--- config.mk ---
export PLATFORM = sky130hd
export DESIGN_NAME = branch_bitset_exec
export DESIGN_NICKNAME = d
export VERILOG_FILES = /design/src/shared/branch_bitset_pkg.sv /design/src/rtl/bank_addr_gen.sv /design/src/rtl/branch_bitset_exec.sv
export SDC_FILE = /design/constraint.sdc
export NUM_CORES = 1
export LEC_CHECK = 0
export ABC_AREA = 1
export BUFFER_PORTS_ARGS = -buffer_cell sky130_fd_sc_hd__buf_2
export CAP_MARGIN = 20
export CORE_AREA = 10 10 94 96
export CTS_CLUSTER_SIZE = 16
export DETAILED_ROUTE_END_ITERATION = 7
export DIE_AREA = 0 0 104 106
export PLACE_DENSITY = 0.83
export SYNTH_ARGS = -nofsm -noshare
export SYNTH_HDL_FRONTEND = slang
export SYNTH_SLANG_ARGS = --single-unit
--- constraint.sdc ---
create_clock -name i_clk -period 3.3 [get_ports i_clk]
set_clock_uncertainty 0.2 [all_clocks]
set_input_delay 0.495 -clock i_clk [delete_from_list [all_inputs] [get_ports i_clk]]
set_output_delay 0.495 -clock i_clk [all_outputs]
set_load 0.1 [all_outputs]
--- src/shared/branch_bitset_pkg.sv ---
package branch_bitset_pkg;
  localparam int          INSTR_W           = 16;
  localparam int          PC_W              = 21;
  localparam logic [7:0]  OPC_BR_NO_OVF     = 8'h0_0E5;
  localparam logic [7:0]  OPC_BR_NONZERO    = 8'h0_0E1;
  localparam logic [4:0]  OPC_BR_UNCOND     = 5'h0_01A;
  localparam logic [3:0]  OPC_SET_BIT       = 4'h0_008;
  localparam int          PC_STEP           = 2;
  localparam logic [1:0]  Q_RESET           = 2'h0_000;
  localparam logic [20:0] PC_RESET          = 21'h00_0000;
  localparam logic [3:0]  BANK_RESET        = 4'h0_000;
  localparam logic [3:0]  ACCESS_HI_BANK    = 4'h0_00F;
  localparam logic [7:0]  ACCESS_SPLIT      = 8'h0_060;

  typedef enum logic [1:0]
  {
    PH_Q1 = 2'b00,
    PH_Q2 = 2'b01,
    PH_Q3 = 2'b11,
    PH_Q4 = 2'b10
  } phase_t;
endpackage : branch_bitset_pkg

--- src/rtl/bank_addr_gen.sv ---
`timescale 1ns/1ps
`default_nettype none
module bank_addr_gen
  import branch_bitset_pkg::*;
(
  // operand fields
  input  wire logic       i_bank_sel,
  input  wire logic [7:0] i_file_addr,
  input  wire logic [3:0] i_bank,
  // full data address
  output logic      [11:0] o_addr
);
  // access bank: low part in bank 0, upper part maps to the special register bank
  always_comb
  begin
    if (i_bank_sel)
      o_addr = {i_bank, i_file_addr};
    else if (i_file_addr < ACCESS_SPLIT)
      o_addr = {4'h0_000, i_file_addr};
    else
      o_addr = {ACCESS_HI_BANK, i_file_addr};
  end
endmodule : bank_addr_gen
`default_nettype wire

--- src/rtl/branch_bitset_exec.sv ---
`timescale 1ns/1ps
`default_nettype none
// How it works
// - opcode high byte E5 branches by a signed 8-bit offset when overflow is clear.
// - opcode high byte E1 branches by a signed 8-bit offset when zero is clear.
// - a taken branch loads the incremented pc plus twice the signed offset.
// - a conditional branch costs one cycle untaken and two taken, the second idle.
// - decode in Q1, read offset in Q2, process in Q3, write pc in Q4 only if taken.
// - top bits 11010 decode as an unconditional branch with an 11-bit signed offset.
// - the unconditional branch always adds twice its offset and always takes two cycles.
// - top nibble 1000 sets bit b of register f, with a bank bit a.
// - none of these operations changes any status flag.
// - a clear selects the access bank, a set uses the bank select register.
module branch_bitset_exec
  import branch_bitset_pkg::*;
#(
  parameter int ADDR_W = PC_W
)
(
  // clock and reset
  input  wire logic               i_clk,
  input  wire logic               i_rst_b,
  // instruction supply
  input  wire logic [INSTR_W-1:0] i_instr,
  input  wire logic               i_instr_valid,
  // status flags and bank select register
  input  wire logic               i_ovf,
  input  wire logic               i_zero,
  input  wire logic [3:0]         i_bank_select_register,
  // data memory read path
  input  wire logic [7:0]         i_rd_data,
  // phase and pc
  output logic      [1:0]         o_phase,
  output logic      [ADDR_W-1:0]  o_pc,
  output logic                    o_fetch,
  output logic                    o_busy,
  // data memory access
  output logic      [11:0]        o_mem_addr,
  output logic                    o_mem_rd,
  output logic                    o_mem_wr,
  output logic      [7:0]         o_wr_data,
  // flags are never written
  output logic                    o_flags_we
);
  // the doubled 11-bit offset must fit in the pc, so narrower pcs are refused
  if (ADDR_W < 12)
  begin : g_addr_w_check
    $error("pc too narrow for branch offsets");
  end

  phase_t              phase_q, phase_d;
  logic [ADDR_W-1:0]   pc_q, pc_d;
  logic                idle_q, idle_d;
  logic [INSTR_W-1:0]  ir_q, ir_d;
  logic [ADDR_W-1:0]   off_q, off_d;
  logic                take_q, take_d;
  logic [7:0]          data_q, data_d;
  logic                is_nov, is_nz, is_bra, is_set;
  logic [11:0]         addr;
  logic [ADDR_W-1:0]   off8, off11;
  logic [ADDR_W-1:0]   target;

  // instruction class; every other opcode falls to no operation
  typedef enum logic [2:0]
  {
    OP_NONE    = 3'b000,
    OP_NO_OVF  = 3'b001,
    OP_NONZERO = 3'b011,
    OP_UNCOND  = 3'b010,
    OP_SET_BIT = 3'b110
  } op_t;

  op_t op;

  always_comb
  begin
    if (ir_q[15:8] == OPC_BR_NO_OVF)
      op = OP_NO_OVF;
    else if (ir_q[15:8] == OPC_BR_NONZERO)
      op = OP_NONZERO;
    else if (ir_q[15:11] == OPC_BR_UNCOND)
      op = OP_UNCOND;
    else if (ir_q[15:12] == OPC_SET_BIT)
      op = OP_SET_BIT;
    else
      op = OP_NONE;
  end

  assign is_nov = op == OP_NO_OVF;
  assign is_nz  = op == OP_NONZERO;
  assign is_bra = op == OP_UNCOND;
  assign is_set = op == OP_SET_BIT;
  // doubled, sign-extended offsets
  assign off8  = ADDR_W'({{(ADDR_W-9){ir_q[7]}}, ir_q[7:0], 1'b0});
  assign off11 = ADDR_W'({{(ADDR_W-12){ir_q[10]}}, ir_q[10:0], 1'b0});
  // pc already points past the branch, so this lands on pc + 2 + 2n
  assign target = pc_q + off_q;

  bank_addr_gen u_bank
  (
    .i_bank_sel  (ir_q[8]),
    .i_file_addr (ir_q[7:0]),
    .i_bank      (i_bank_select_register),
    .o_addr      (addr)
  );

  // phase sequencer: one phase per clock edge, Gray order around the cycle
  always_comb
  begin
    case (phase_q)
      PH_Q1:   phase_d = PH_Q2;
      PH_Q2:   phase_d = PH_Q3;
      PH_Q3:   phase_d = PH_Q4;
      PH_Q4:   phase_d = PH_Q1;
      default: phase_d = PH_Q1;
    endcase
  end

  always_ff @(posedge i_clk or negedge i_rst_b)
  begin
    if (!i_rst_b)
      phase_q <= phase_t'(Q_RESET);
    else
      phase_q <= phase_d;
  end

  always_comb
  begin
    pc_d    = pc_q;
    idle_d  = idle_q;
    ir_d    = ir_q;
    off_d   = off_q;
    take_d  = take_q;
    data_d  = data_q;
    case (phase_q)
      PH_Q1:
      begin
        // the instruction was latched at the previous Q4; decode here
        take_d = 1'b0;
      end
      PH_Q2:
      begin
        if (!idle_q)
        begin
          if (is_nov || is_nz)
            off_d = off8;
          else if (is_bra)
            off_d = off11;
          if (is_set)
            data_d = i_rd_data;
        end
      end
      PH_Q3:
      begin
        if (!idle_q)
        begin
          // condition evaluated in process phase
          take_d = (is_nov && !i_ovf) || (is_nz && !i_zero) || is_bra;
          if (is_set)
            data_d = data_q | (8'h0_001 << ir_q[11:9]);
        end
      end
      PH_Q4:
      begin
        // a taken branch refuses the word on offer, so the next cycle runs idle
        if (!idle_q && take_q)
        begin
          pc_d   = target;
          idle_d = 1'b1;
        end
        else
        begin
          idle_d = 1'b0;
          if (i_instr_valid)
          begin
            ir_d = i_instr;
            pc_d = pc_q + ADDR_W'(PC_STEP);
          end
          else
          begin
            // a missing word becomes 0000, which decodes to no operation
            ir_d = '0;
          end
        end
      end
      default:
      begin
        take_d = 1'b0;
      end
    endcase
  end

  always_ff @(posedge i_clk or negedge i_rst_b)
  begin
    if (!i_rst_b)
    begin
      pc_q    <= ADDR_W'(PC_RESET);
      idle_q  <= 1'b1;
      ir_q    <= '0;
      off_q   <= '0;
      take_q  <= 1'b0;
      data_q  <= '0;
    end
    else
    begin
      pc_q    <= pc_d;
      idle_q  <= idle_d;
      ir_q    <= ir_d;
      off_q   <= off_d;
      take_q  <= take_d;
      data_q  <= data_d;
    end
  end

  assign o_phase    = phase_q;
  assign o_pc       = pc_q;
  assign o_fetch    = (phase_q == PH_Q4) && !(take_q && !idle_q);
  assign o_busy     = idle_q;
  assign o_mem_addr = addr;
  assign o_mem_rd   = (phase_q == PH_Q2) && !idle_q && is_set;
  assign o_mem_wr   = (phase_q == PH_Q4) && !idle_q && is_set;
  assign o_wr_data  = data_q;
  assign o_flags_we = 1'b0;
endmodule : branch_bitset_exec
`default_nettype wire

* Word level (Yosys, flattened, before mapping) *
Cells that the tools add are included.

cells by class
  add/subtract/negate cells = 2
  order comparisons = 1
  equal/unequal tests = 15
  shift operators = 1
  muxes and demuxes = 20
  bitwise logic cells = 3
  reduce and logical (&&, ||, !) cells = 25

operators with widths
  cell                   number
  $mux 21                4
  $mux 8                 4
  $mux 12                2
  $add 21x2->21 const B  1
  $add 21x21->21         1
  $eq 8x8->1 const B     2
  $mux 16                1
  $pmux 8 s2             1
  $mux 3                 4
  $logic_and 1x1->1      8
  $lt 8x7->1 const B     1
  $ne 2x2->1 const B     4
  $or 8x8->8             1
  $pmux 2 s4             1
  $reduce_bool 2->1      4
  $shl 1x3->8 const A    1
  $eq 3x2->1 const B     2
  $reduce_and 2->1       3
  $eq 5x5->1 const B     1
  $reduce_and 5->1       1
  $eq 2x2->1 const B     2
  $eq 4x4->1 const B     1
  $logic_not 1->1        4
  $eq 3x1->1 const B     1
  8 further kinds        12

word-level totals
  register bits after elaboration = 70
  input port bits = 33
  output and inout bits = 48
  word-level logic and storage cells = 74

* Logic depth before layout (Yosys ltp) *
Gate-level depths: netlist of run 1.

  word-level depth = 11
  depth in mapped cells = 19
  mapped depth without buffers = 18

* Cells and area by module *
From an unflattened synthesis of run 1, not the netlist that was laid out.

second synthesis, totals
  cells, all modules = 533
  area total of the unflattened synthesis = 3,763.6 µm²

by module, submodules not included
  module              instances  cells each  area an instance (µm²)
  branch_bitset_exec  1          512         3,652.3
  bank_addr_gen       1          21          111.4

* Worst setup path before layout of run 1 *
Ideal clock, no wire load.

  kind = register to output
  from = reg phase_q[1] (netlist: o_phase[1])
  to = out o_mem_wr
  arrival = 3,429 ps
  data required time = 2,605 ps
  setup slack = -824 ps
  stages on the path, launching flop included = 5
  buffers on the path = 0
  cells stage by stage = dfrtp_1 inv_1 nor2_1 inv_1 nor3_1

between the ends
  longest elaborated chain between the ends = 3

RTL lines
  element                          line                       text
  start: declaration               branch_bitset_exec.sv:51   phase_t phase_q, phase_d;
  start signal: assignment         branch_bitset_exec.sv:122  phase_q <= phase_t'(Q_RESET);
  start signal: assignment         branch_bitset_exec.sv:124  phase_q <= phase_d;
  $eq 2x2->1                       branch_bitset_exec.sv:221  assign o_mem_wr = (phase_q == PH_Q4) && !idle_q && is_set;
  $logic_and 1x1->1 (2 in series)  branch_bitset_exec.sv:221
  end: declaration                 branch_bitset_exec.sv:40   output logic o_mem_wr,

No other way between the ends.

* Worst setup path in the final report of run 1 *
  from = reg idle_q (netlist: o_busy)
  to = reg pc_q[17] (netlist: o_pc[17])

between the ends
  longest elaborated chain between the ends = 4

RTL lines
  element                      line                       text
  start: declaration           branch_bitset_exec.sv:53   logic idle_q, idle_d;
  start signal: assignment     branch_bitset_exec.sv:207  idle_q <= idle_d;
  $logic_not 1->1 (*)          branch_bitset_exec.sv:166  if (!idle_q && take_q)
  $logic_and 1x1->1 (*)        branch_bitset_exec.sv:166
  $reduce_bool 2->1 (no line)  n/a
  $reduce_and 2->1 (no line)   n/a
  end signal: assignment       branch_bitset_exec.sv:197  pc_q <= ADDR_W'(PC_RESET);
  end signal: assignment       branch_bitset_exec.sv:206  pc_q <= pc_d;
  end: declaration             branch_bitset_exec.sv:52   logic [ADDR_W-1:0] pc_q, pc_d;

Mark *: on every way between the ends. The rest lies on a longest branch, timed or not.
A chain may end at the register's enable or synchronous reset.

==> qor.txt, run 1 <==
Final ANT Viol Nets - 0
Min-Delay Path Class - in -> async
Final Non-Filler Cells - 702
core box area - 7059 sq um
status - completed
Die Width - 104 um
fillers - 657
gp weighted congestion - 0.9000
Sink Count - 59
pin count of the biggest net entering global routing - 38
fmax - 0.3639 GHz
Overall Global Routing Usage - 0.1815
critical path type - reg -> reg
final worst slack - 552.3 ps
drt pass-1 iters - 5
Top Ports - 81
DP Wirelength - 7410 um
initial antenna violation count - 0
Worst Max-Slew Pin Slew - 915.9 ps
setup violators final - 0
clk_lat worst skew - 350 ps
maximum vdd drop - 0.4135 mV
routed len/inst - 13.82 um
flip-flop and latch area - 1478 sq um
multi-input logic area - 1861 sq um
Seq cells post-synth - 59
die area - 11,020 sq um
top cells by area, synth - dfrtp_1 (39%), nand2_1 (15%), inv_1 (6.6%), nand3_1 (6.2%), o21ai_0 (5.5%)
Resized Gates After CTS - 0
RSZ-0062 raised after global routing - false
Post-CTS Repair Setup Buffers - 0
Synth top cells by count - nand2_1 (148), inv_1 (66), dfrtp_1 (58)
maxcap violations - 0
CTS clk-pin slew, worst paths - 70 ps
IO Port Bufs - 78
Yosys top cell by area - dfrtp_1
pwr dens - 615.7 nW/um^2
Synth Flop Type - dfrtp_1
number of diodes - 0
Post-synth EDFFs - 0
CTS buffer count - 9
Startpoint Class - flip-flop
fin nets - 643
WP data arrival - 2790 ps
Via density - 5.194
critical path data required time - 3340 ps
DRT iter0 DRCs - 283
max-slew violation count - 0
Root Driver - clkbuf_8
Ys Warns - 0
placed insts - 687
worst r2r src - o_busy$_DFFE_PN1P_
register area share after synthesis - 0.3954
grt ovf - 0
Post-Syn Instances - 528
vias in the first global route - 3,694
layout cell share with drive strength beyond 1 - 0.1808
reg2reg end - o_pc[17]$_DFFE_PN0P_
fin crit period - 2748 ps
Mapped Area - 3737 sq um
Syn-to-layout area delta - 17.51%
Post-Place Setup Slack - 558.0 ps
drt drc - 0
CTS Buffer Depth - 2
CTS tree - yes
post-synth top area share - 0.3883
H-tree Lvls - 3
post-synthesis cell type count - 37
effective utilization at floorplan - 0.5294
most frequent cell after synthesis - nand2_1
post-layout util - 0.6221
number of core rows - 31
Post-Route WL - 9701 um
first-pass GRT wire length - 16,820 um
Leak - 2.315 nW
# hold bufs at CTS - 0
R2R cell count - 15
CP Capture Type - flip-flop
flop-to-flop setup slack - 550 ps
CP max FO - 10
syn_area_per_cell - 7.078 sq um
final count of hold timing violations - 0
ys async rst share - 1.000
routed vias - 3,646
Final period util - 0.8327
Die H - 106 um
worst rel slew slack - 0.3872
[worst max path at each step]
stage	from	endpoint	cells past startpoint
2_1_floorplan	o_phase[1]$_DFF_PN0_	o_fetch	5
3_3_place_gp	o_busy$_DFFE_PN1P_	o_pc[17]$_DFFE_PN0P_	15
3_5_place_dp	o_busy$_DFFE_PN1P_	o_pc[17]$_DFFE_PN0P_	15
4_1_cts	o_busy$_DFFE_PN1P_	o_pc[17]$_DFFE_PN0P_	15
5_1_grt	take_q$_DFFE_PN0P_	o_pc[17]$_DFFE_PN0P_	16
6_report	o_busy$_DFFE_PN1P_	o_pc[17]$_DFFE_PN0P_	15
[power by group]
group | internal [W] | leakage (nW) | switching (W) | total, W
logic | 0.000175 | 1.46 | 0.000885 | 0.00106
registers | 0.000815 | 0.756 | 0.0000887 | 0.000904
clock network | 0.000442 | 0.102 | 0.000298 | 0.000740
total | 0.00143 | 2.32 | 0.00127 | 0.00270
[sequential cells by signal, summed over array words and instances, names as in the netlist]
name       flops
o_phase        2
take_q         1
o_pc          20
o_busy         1
off_q         11
o_wr_data      8
ir_q          16
[placed cells by master (no fill, tap or decap), types with 2 or more instances in the layout]
cell type,instances
a31oi_1,3
clkinv_1,2
dfrtp_1,58
conb_1,2
nand2_1,148
xor2_1,5
inv_2,2
inv_1,66
ha_1,10
nand4_1,10
clkbuf_8,10
o21ai_0,41
bufinv_16,2
a21o_1,2
nor2_1,48
a41oi_1,5
o31ai_1,6
buf_4,6
buf_2,77
a21oi_1,26
nor3_2,3
nand3_1,46
nor3_1,4
clkinvlp_4,2
xnor2_1,5
[critical path: stages, from the launching register on]
cell      delay [ps]
dfstp_2          400
nor2_4           230
clkinv_1         130
or2_2            290
ha_1             230
fa_1             440
nand2_1           80
nand3_1           90
nand3_1           80
nand2_1           90
nand3_1          100
nand2_1           70
nand2_1           60
nand2_1           40
nand3_1           60
nand2_1           50
[routing by layer]
metal / part of all wire / GRT usage / vias to the layer above
li1: - / - / 1847
met1: 0.44 / 0.2183 / 1644
met2: 0.46 / 0.2953 / 132
met3: 0.080 / 0.05978 / 23
met4: 0.019 / 0.07256 / 0
met5: 0 / 0 / -
[layout make-up]
class / count / share of cell area
Timing Repair Buffer: 84 / 0.1026
Multi-Input combinational cell: 375 / 0.4236
Clock buffer: 11 / 0.03219
Sequential cell: 59 / 0.3365
Tap cell: 99 / 0.02821
Inverter: 70 / 0.05983
Clock inverter: 4 / 0.01709
[stage by stage]
stage                     area [sq um]  power (W)  hold slack (ps)  setup TNS, ps
after detailed placement          4175   0.001974            271.5              0
after global routing              4392   0.002819            85.45              0
after global placement            4175   0.001966            258.3              0
after CTS                         4392   0.002721            62.81              0
final                             4392   0.002704            42.09              0
after floorplan                   3751   0.001782          -0.5910         -3.487
[cell families after synthesis]
logic type | count (synthesis) | share of synthesized area
AND/OR/NAND/NOR | 264 | 0.2986
buffers and inverters | 95 | 0.1105
AO/OA/AOI/OAI | 88 | 0.1322
adder cells (fa/ha/maj) | 11 | 0.03884
flip-flops | 59 | 0.3954
XOR/XNOR | 10 | 0.02343
other | 1 | 0.001003
Note: power is estimated with default switching activity, not from simulation.
==> inputs of run 2 (changes only) <==
Settings changed: CORE_AREA 10 10 94 96 to 10 10 98 100, DIE_AREA 0 0 104 106 to 0 0 108 110, PLACE_DENSITY 0.83 to 0.8.
Clock period 3.3 ns to 2.38 ns, I/O delays scaled along.
==> qor.txt, run 2 (same netlist as run 1, synthesis figures left out) <==
Root Driver - clkbuf_8
Min-Delay Path Class - in -> reg
critical path type - reg -> reg
Die Width - 108 um (+3.8%)
gp weighted congestion - 0.9291 (+3.2%)
number of flip-flops in the largest register - 20 (unchanged)
Post-Place Setup Slack - -76.33 ps (-634.3 ps)
maximum vdd drop - 0.5280 mV (+28%)
effective utilization at floorplan - 0.4887 (-0.04071)
vias in the first global route - 3,732 (+1.0%)
Seq pwr share - 0.327 (-0.007)
grt ovf - 0 (unchanged)
most common cell after layout, fill and taps aside - nand2_1
die area - 11,880 sq um (+7.8%)
fin nets - 669 (+4.0%)
fin crit period - 2500 ps (-247.4 ps)
Startpoint Class - flip-flop
number of diodes - 0 (unchanged)
core box area - 7647 sq um (+8.3%)
CTS Buffer Depth - 2 (unchanged)
Final period util - 1.051 (+0.2179)
Clock Power Share - 0.253 (-0.021)
DP Wirelength - 7722 um (+4.2%)
RSZ-0062 raised after global routing - true
routed len/inst - 14.61 um (+5.7%)
Int Pwr - 0.001946 W (+36%)
CTS clk-pin slew, worst paths - 80 ps (about the same)
Final ANT Viol Nets - 0 (unchanged)
Sink Count - 59 (unchanged)
failing checks - negative setup slack
fmax - 0.3999 GHz (+9.9%)
critical path data required time - 2470 ps (-870 ps)
layout cell share with drive strength beyond 1 - 0.2714 (+0.09067)
clk_lat worst skew - 350 ps (about the same)
CP max FO - 5 (-5)
Die H - 110 um (+3.8%)
setup TNS - -733.9 ps (-733.9 ps)
switching pwr - 0.001866 W (+47%)
pin count of the biggest net entering global routing - 36 (-5.3%)
routed vias - 3,857 (+5.8%)
Top Ports - 81 (unchanged)
setup violators final - 12 (+12)
number of core rows - 32 (+3.2%)
initial antenna violation count - 0 (unchanged)
first-pass GRT wire length - 17,140 um (+1.9%)
IO Port Bufs - 78 (unchanged)
drt pass-1 iters - 6 (+1)
CTS buffer count - 9 (unchanged)
Post-Route WL - 10,690 um (+10%)
combinational power share - 0.419 (+0.027)
Overall Global Routing Usage - 0.1770 (-0.004479)
CP Capture Type - flip-flop
CTS tree - yes
status - complete, but fails checks
post-layout util - 0.6270 (+0.004843)
final count of hold timing violations - 0 (unchanged)
Leak - 2.468 nW (+6.6%)
drt drc - 0 (unchanged)
DRT iter0 DRCs - 173 (-39%)
sw frac - 0.4895 (+0.01912)
H-tree Lvls - 3 (unchanged)
max-slew violation count - 0 (unchanged)
final total power - 0.003811 W (+41%)
maxcap violations - 0 (unchanged)
WP data arrival - 2590 ps (-200 ps)
final worst slack - -120.3 ps (-672.6 ps)
pwr dens - 794.9 nW/um^2 (+29%)
Syn-to-layout area delta - 28.29%
commonest cells after routing, fill and taps aside - nand2_1 (140), buf_2 (75), inv_1 (66)
Via density - 5.269 (+1.5%)
-- run 2: changes by cell type in the layout (fill, tap and decap cells not counted), sizes merged --
cell,before,now
buf,84,108
clkinv,2,6
clkbuf,11,9
inv,68,70
bufinv,2,1
clkinvlp,2,1
dlygate4sd3,0,1
-- run 2: area by class of cell --
class	instances	area (sq um)
fillers	680	2853
multi-input cells	375	2049
flip-flops and latches	59	1484
repair buffers	109	658.1
inverters	70	267.8
well taps	102	127.6
clock buffers	9	123.9
clock inverters	7	77.57
repair inverters	1	6.256
-- run 2: worst paths after layout --
check                                     startpoint                  endpoint  cells past startpoint  slack (ps)
worst min register to register  o_phase[0]$_DFF_PN0_      o_phase[1]$_DFF_PN0_                      0         240
worst max register to register    o_busy$_DFFE_PN1P_      o_pc[19]$_DFFE_PN0P_                     13        -120
min in group asynchronous                    i_rst_b  o_wr_data[7]$_DFFE_PN0P_                      3         350
max in group asynchronous                    i_rst_b        o_busy$_DFFE_PN1P_                      3        1230
worst min-delay path                      i_instr[7]       ir_q[7]$_DFFE_PN0P_                      3          50
worst max-delay path              o_busy$_DFFE_PN1P_      o_pc[19]$_DFFE_PN0P_                     13        -120
-- run 2: critical path, cell delays in order (launching register included) --
cell and delay [ps]:
dfstp_4 480, nor2_4 170, clkinv_4 110, or2_4 240, ha_4 160, fa_2 380, buf_4 150, nand3_4 80
nand3_4 90, nand3_2 80, nand2_1 60, nand2_1 80, nand3_1 80, nand2_1 80
-- run 2: power by group through the flow --
| stage | Clock [W] | Sequential (W) | Combinational [W] |
|---|---|---|---|
| CTS | 0.000966 | 0.00125 | 0.00156 |
| finish | 0.000965 | 0.00125 | 0.00160 |
| global placement | 0 | 0.00126 | 0.00153 |
| global route | 0.00101 | 0.00127 | 0.00169 |
| floorplan | 0 | 0.00192 | 0.000572 |
| detailed placement | 0 | 0.00126 | 0.00155 |
-- run 2: repair_timing --
action / in CTS / in global routing
setup endpoints to repair: 7 / 14
setup buffers: 0 / 4
endpoints found under the hold margin: 58 / 0
gates cloned: 1 / 0
gates resized for setup: 6 / 27
hold buffers: 1 / 0
pin swaps: 6 / 13
-- run 2: metrics by stage --
step / std cells / hold slack, ps / cell area, sq um
3_3_place_gp: 710 / 180.3 / 4399
2_1_floorplan: 529 / -138.6 / 3810
4_1_cts: 728 / 35.73 / 4638
3_5_place_dp: 710 / 183.5 / 4399
5_1_grt: 732 / 56.39 / 4795
6_report: 732 / 48.05 / 4795
-- run 2: layer usage --
metal,vias up,global-route usage,part of all wire
met5,-,0,0
met4,0,0.05630,0.014
met3,19,0.06442,0.092
met2,159,0.2875,0.48
met1,1780,0.2146,0.41
li1,1899,-,-
==> inputs of run 3 (changes only) <==
Settings changed: CORE_AREA 10 10 98 100 to 10 10 91 93, DIE_AREA 0 0 108 110 to 0 0 101 103, MAX_ROUTING_LAYER set to met4, PLACE_DENSITY 0.8 to 0.88.
Clock period 2.38 ns to 3.2 ns, I/O delays scaled along.
==> qor.txt, run 3 (same netlist as run 1, synthesis figures left out) <==
status - completed
CTS clk-pin slew, worst paths - 70 ps (about the same)
core box area - 6569 sq um (-14%)
pwr dens - 632.8 nW/um^2 (-20%)
Post-Route WL - 10,040 um (-6.1%)
Worst Path Buf+Inv - 1 (-1)
commonest cells after routing, fill and taps aside - nand2_1 (148), buf_2 (77), inv_1 (66)
CTS tree - yes
setup violators final - 0 (-12)
critical path data required time - 3260 ps (+790 ps)
Die Width - 101 um (-6.5%)
Startpoint Class - flip-flop
H-tree Lvls - 3 (unchanged)
Via density - 5.417 (+2.8%)
fmax - 0.3555 GHz (-11%)
drt pass-1 iters - 5 (-1)
crit-path cells - nor2_4, clkinv_1, or2_2, ha_1, fa_1, nand2_1, nand3_1, nand3_1, nand2_1, nand3_1, nand2_1, xor2_1, o21ai_1
final count of hold timing violations - 0 (unchanged)
Placement Cell Area - 4144 sq um (-5.8%)
drt drc - 0 (unchanged)
Sink Count - 59 (unchanged)
CTS buffer count - 9 (unchanged)
WP data arrival - 2870 ps (+280 ps)
fin nets - 643 (-3.9%)
final instance area - 4367 sq um (-8.9%)
RSZ-0062 raised after global routing - false
slowest CP cell - fa_1
DRT iter0 DRCs - 207 (+20%)
crit-path leading delay family - simple AND/OR/NAND/NOR gates
grt ovf - 0 (unchanged)
Worst Max-Slew Pin Slew - 894.2 ps
worst rel slew slack - 0.4017
max-slew violation count - 0 (unchanged)
Min-Delay Path Class - in -> reg
first-pass GRT wire length - 16,750 um (-2.3%)
routed vias - 3,705 (-3.9%)
number of core rows - 30 (-6.3%)
initial antenna violation count - 0 (unchanged)
number of diodes - 0 (unchanged)
vias in the first global route - 3,642 (-2.4%)
CP Capture Type - flip-flop
gp weighted congestion - 0.9566 (+3.0%)
most common cell after layout, fill and taps aside - nand2_1
effective utilization at floorplan - 0.5690 (+0.08024)
IO Port Bufs - 78 (unchanged)
Top Ports - 81 (unchanged)
DP Wirelength - 7458 um (-3.4%)
die area - 10,400 sq um (-12%)
Leak - 2.311 nW (-6.4%)
routed len/inst - 14.68 um (+0.45%)
pin count of the biggest net entering global routing - 48 (+33%)
CTS Buffer Depth - 2 (unchanged)
maximum vdd drop - 0.5006 mV (-5.2%)
Die H - 103 um (-6.4%)
Root Driver - clkbuf_8
Syn-to-layout area delta - 16.84%
Final period util - 0.8789 (-0.1716)
Worst path max stage delay - 440 ps (-40 ps)
critical path type - reg -> reg
placed insts - 667 (-6.1%)
fin crit period - 2813 ps (+312.3 ps)
clk_lat worst skew - 340 ps (about the same)
Overall Global Routing Usage - 0.2025 (+0.02543)
maxcap violations - 0 (unchanged)
Final Non-Filler Cells - 684 (-6.6%)
layout cell share with drive strength beyond 1 - 0.1821 (-0.08931)
CP max FO - 10 (+5)
number of flip-flops in the largest register - 20 (unchanged)
Resized Gates After CTS - 0 (-6)
Final ANT Viol Nets - 0 (unchanged)
-- run 3: changes by cell type in the layout (fill, tap and decap cells not counted), sizes merged --
cell,change
clkinvlp,+2
inv,-2
clkinv,-3
clkbuf,+2
buf,-25
-- run 3: final timing paths --
kind                                      start                    to  slack (ps)  depth (start not counted)
setup / recovery             o_busy$_DFFE_PN1P_  o_pc[13]$_DFFE_PN0P_         390                         13
hold / removal                       i_instr[5]   ir_q[5]$_DFFE_PN0P_         170                          3
setup reg to reg             o_busy$_DFFE_PN1P_  o_pc[13]$_DFFE_PN0P_         390                         13
hold reg to reg            off_q[4]$_DFFE_PN0P_  off_q[4]$_DFFE_PN0P_         280                          2
max in group asynchronous               i_rst_b   ir_q[9]$_DFFE_PN0P_        1570                          3
min in group asynchronous               i_rst_b   o_pc[7]$_DFFE_PN0P_         340                          2
-- run 3: area by class of cell --
class,instances,area (sq um)
clock buffer,11,151.4
clock inverter,5,61.31
fill,543,2202
inverter,70,262.8
multi-input combinational,375,1861
sequential,59,1478
tap,80,100.1
timing repair buffer,84,452.9
-- run 3: power by group --
group          total (W)  switching (W)  internal [W]
registers       0.000932      0.0000917      0.000840
logic            0.00110       0.000918      0.000180
clock network   0.000734       0.000330      0.000403
total            0.00276        0.00134       0.00142
-- run 3: tightest hold or removal path, stage by stage --
cell	delay, ps
buf_2	80
nand3_1	60
o21ai_0	60
-- run 3: stage by stage --
| step | utilization | hold WS, ps | TNS (ps) | setup WS [ps] | total power, W |
|---|---|---|---|---|---|
| after floorplan | - | -15.59 | -64.73 | -64.73 | 0.001838 |
| after global routing | 0.6648 | 167.8 | 0 | 147.4 | 0.002868 |
| after detailed placement | 0.6309 | 186.8 | 0 | 445.8 | 0.002037 |
| after CTS | 0.6648 | 167.9 | 0 | 379.5 | 0.002767 |
| after global placement | 0.6309 | 186.2 | 0 | 544.7 | 0.002021 |
| final | 0.6648 | 174.3 | 0 | 387.4 | 0.002763 |
-- run 3: per-layer routing --
| layer | GRT usage | vias up | part of all wire | wire, um |
|---|---|---|---|---|
| met5 | - | - | 0 | 0 |
| li1 | - | 1846 | - | - |
| met4 | 0.06109 | 0 | 0.015 | 147 |
| met2 | 0.3273 | 149 | 0.47 | 4684 |
| met1 | 0.2527 | 1693 | 0.45 | 4507 |
| met3 | 0.03820 | 17 | 0.070 | 699 |
-- run 3: repair_timing --
action / CTS / global route
endpoints found under the hold margin: 12 / 0
buffers inserted: 0 / 0
hold buffers: 1 / 0
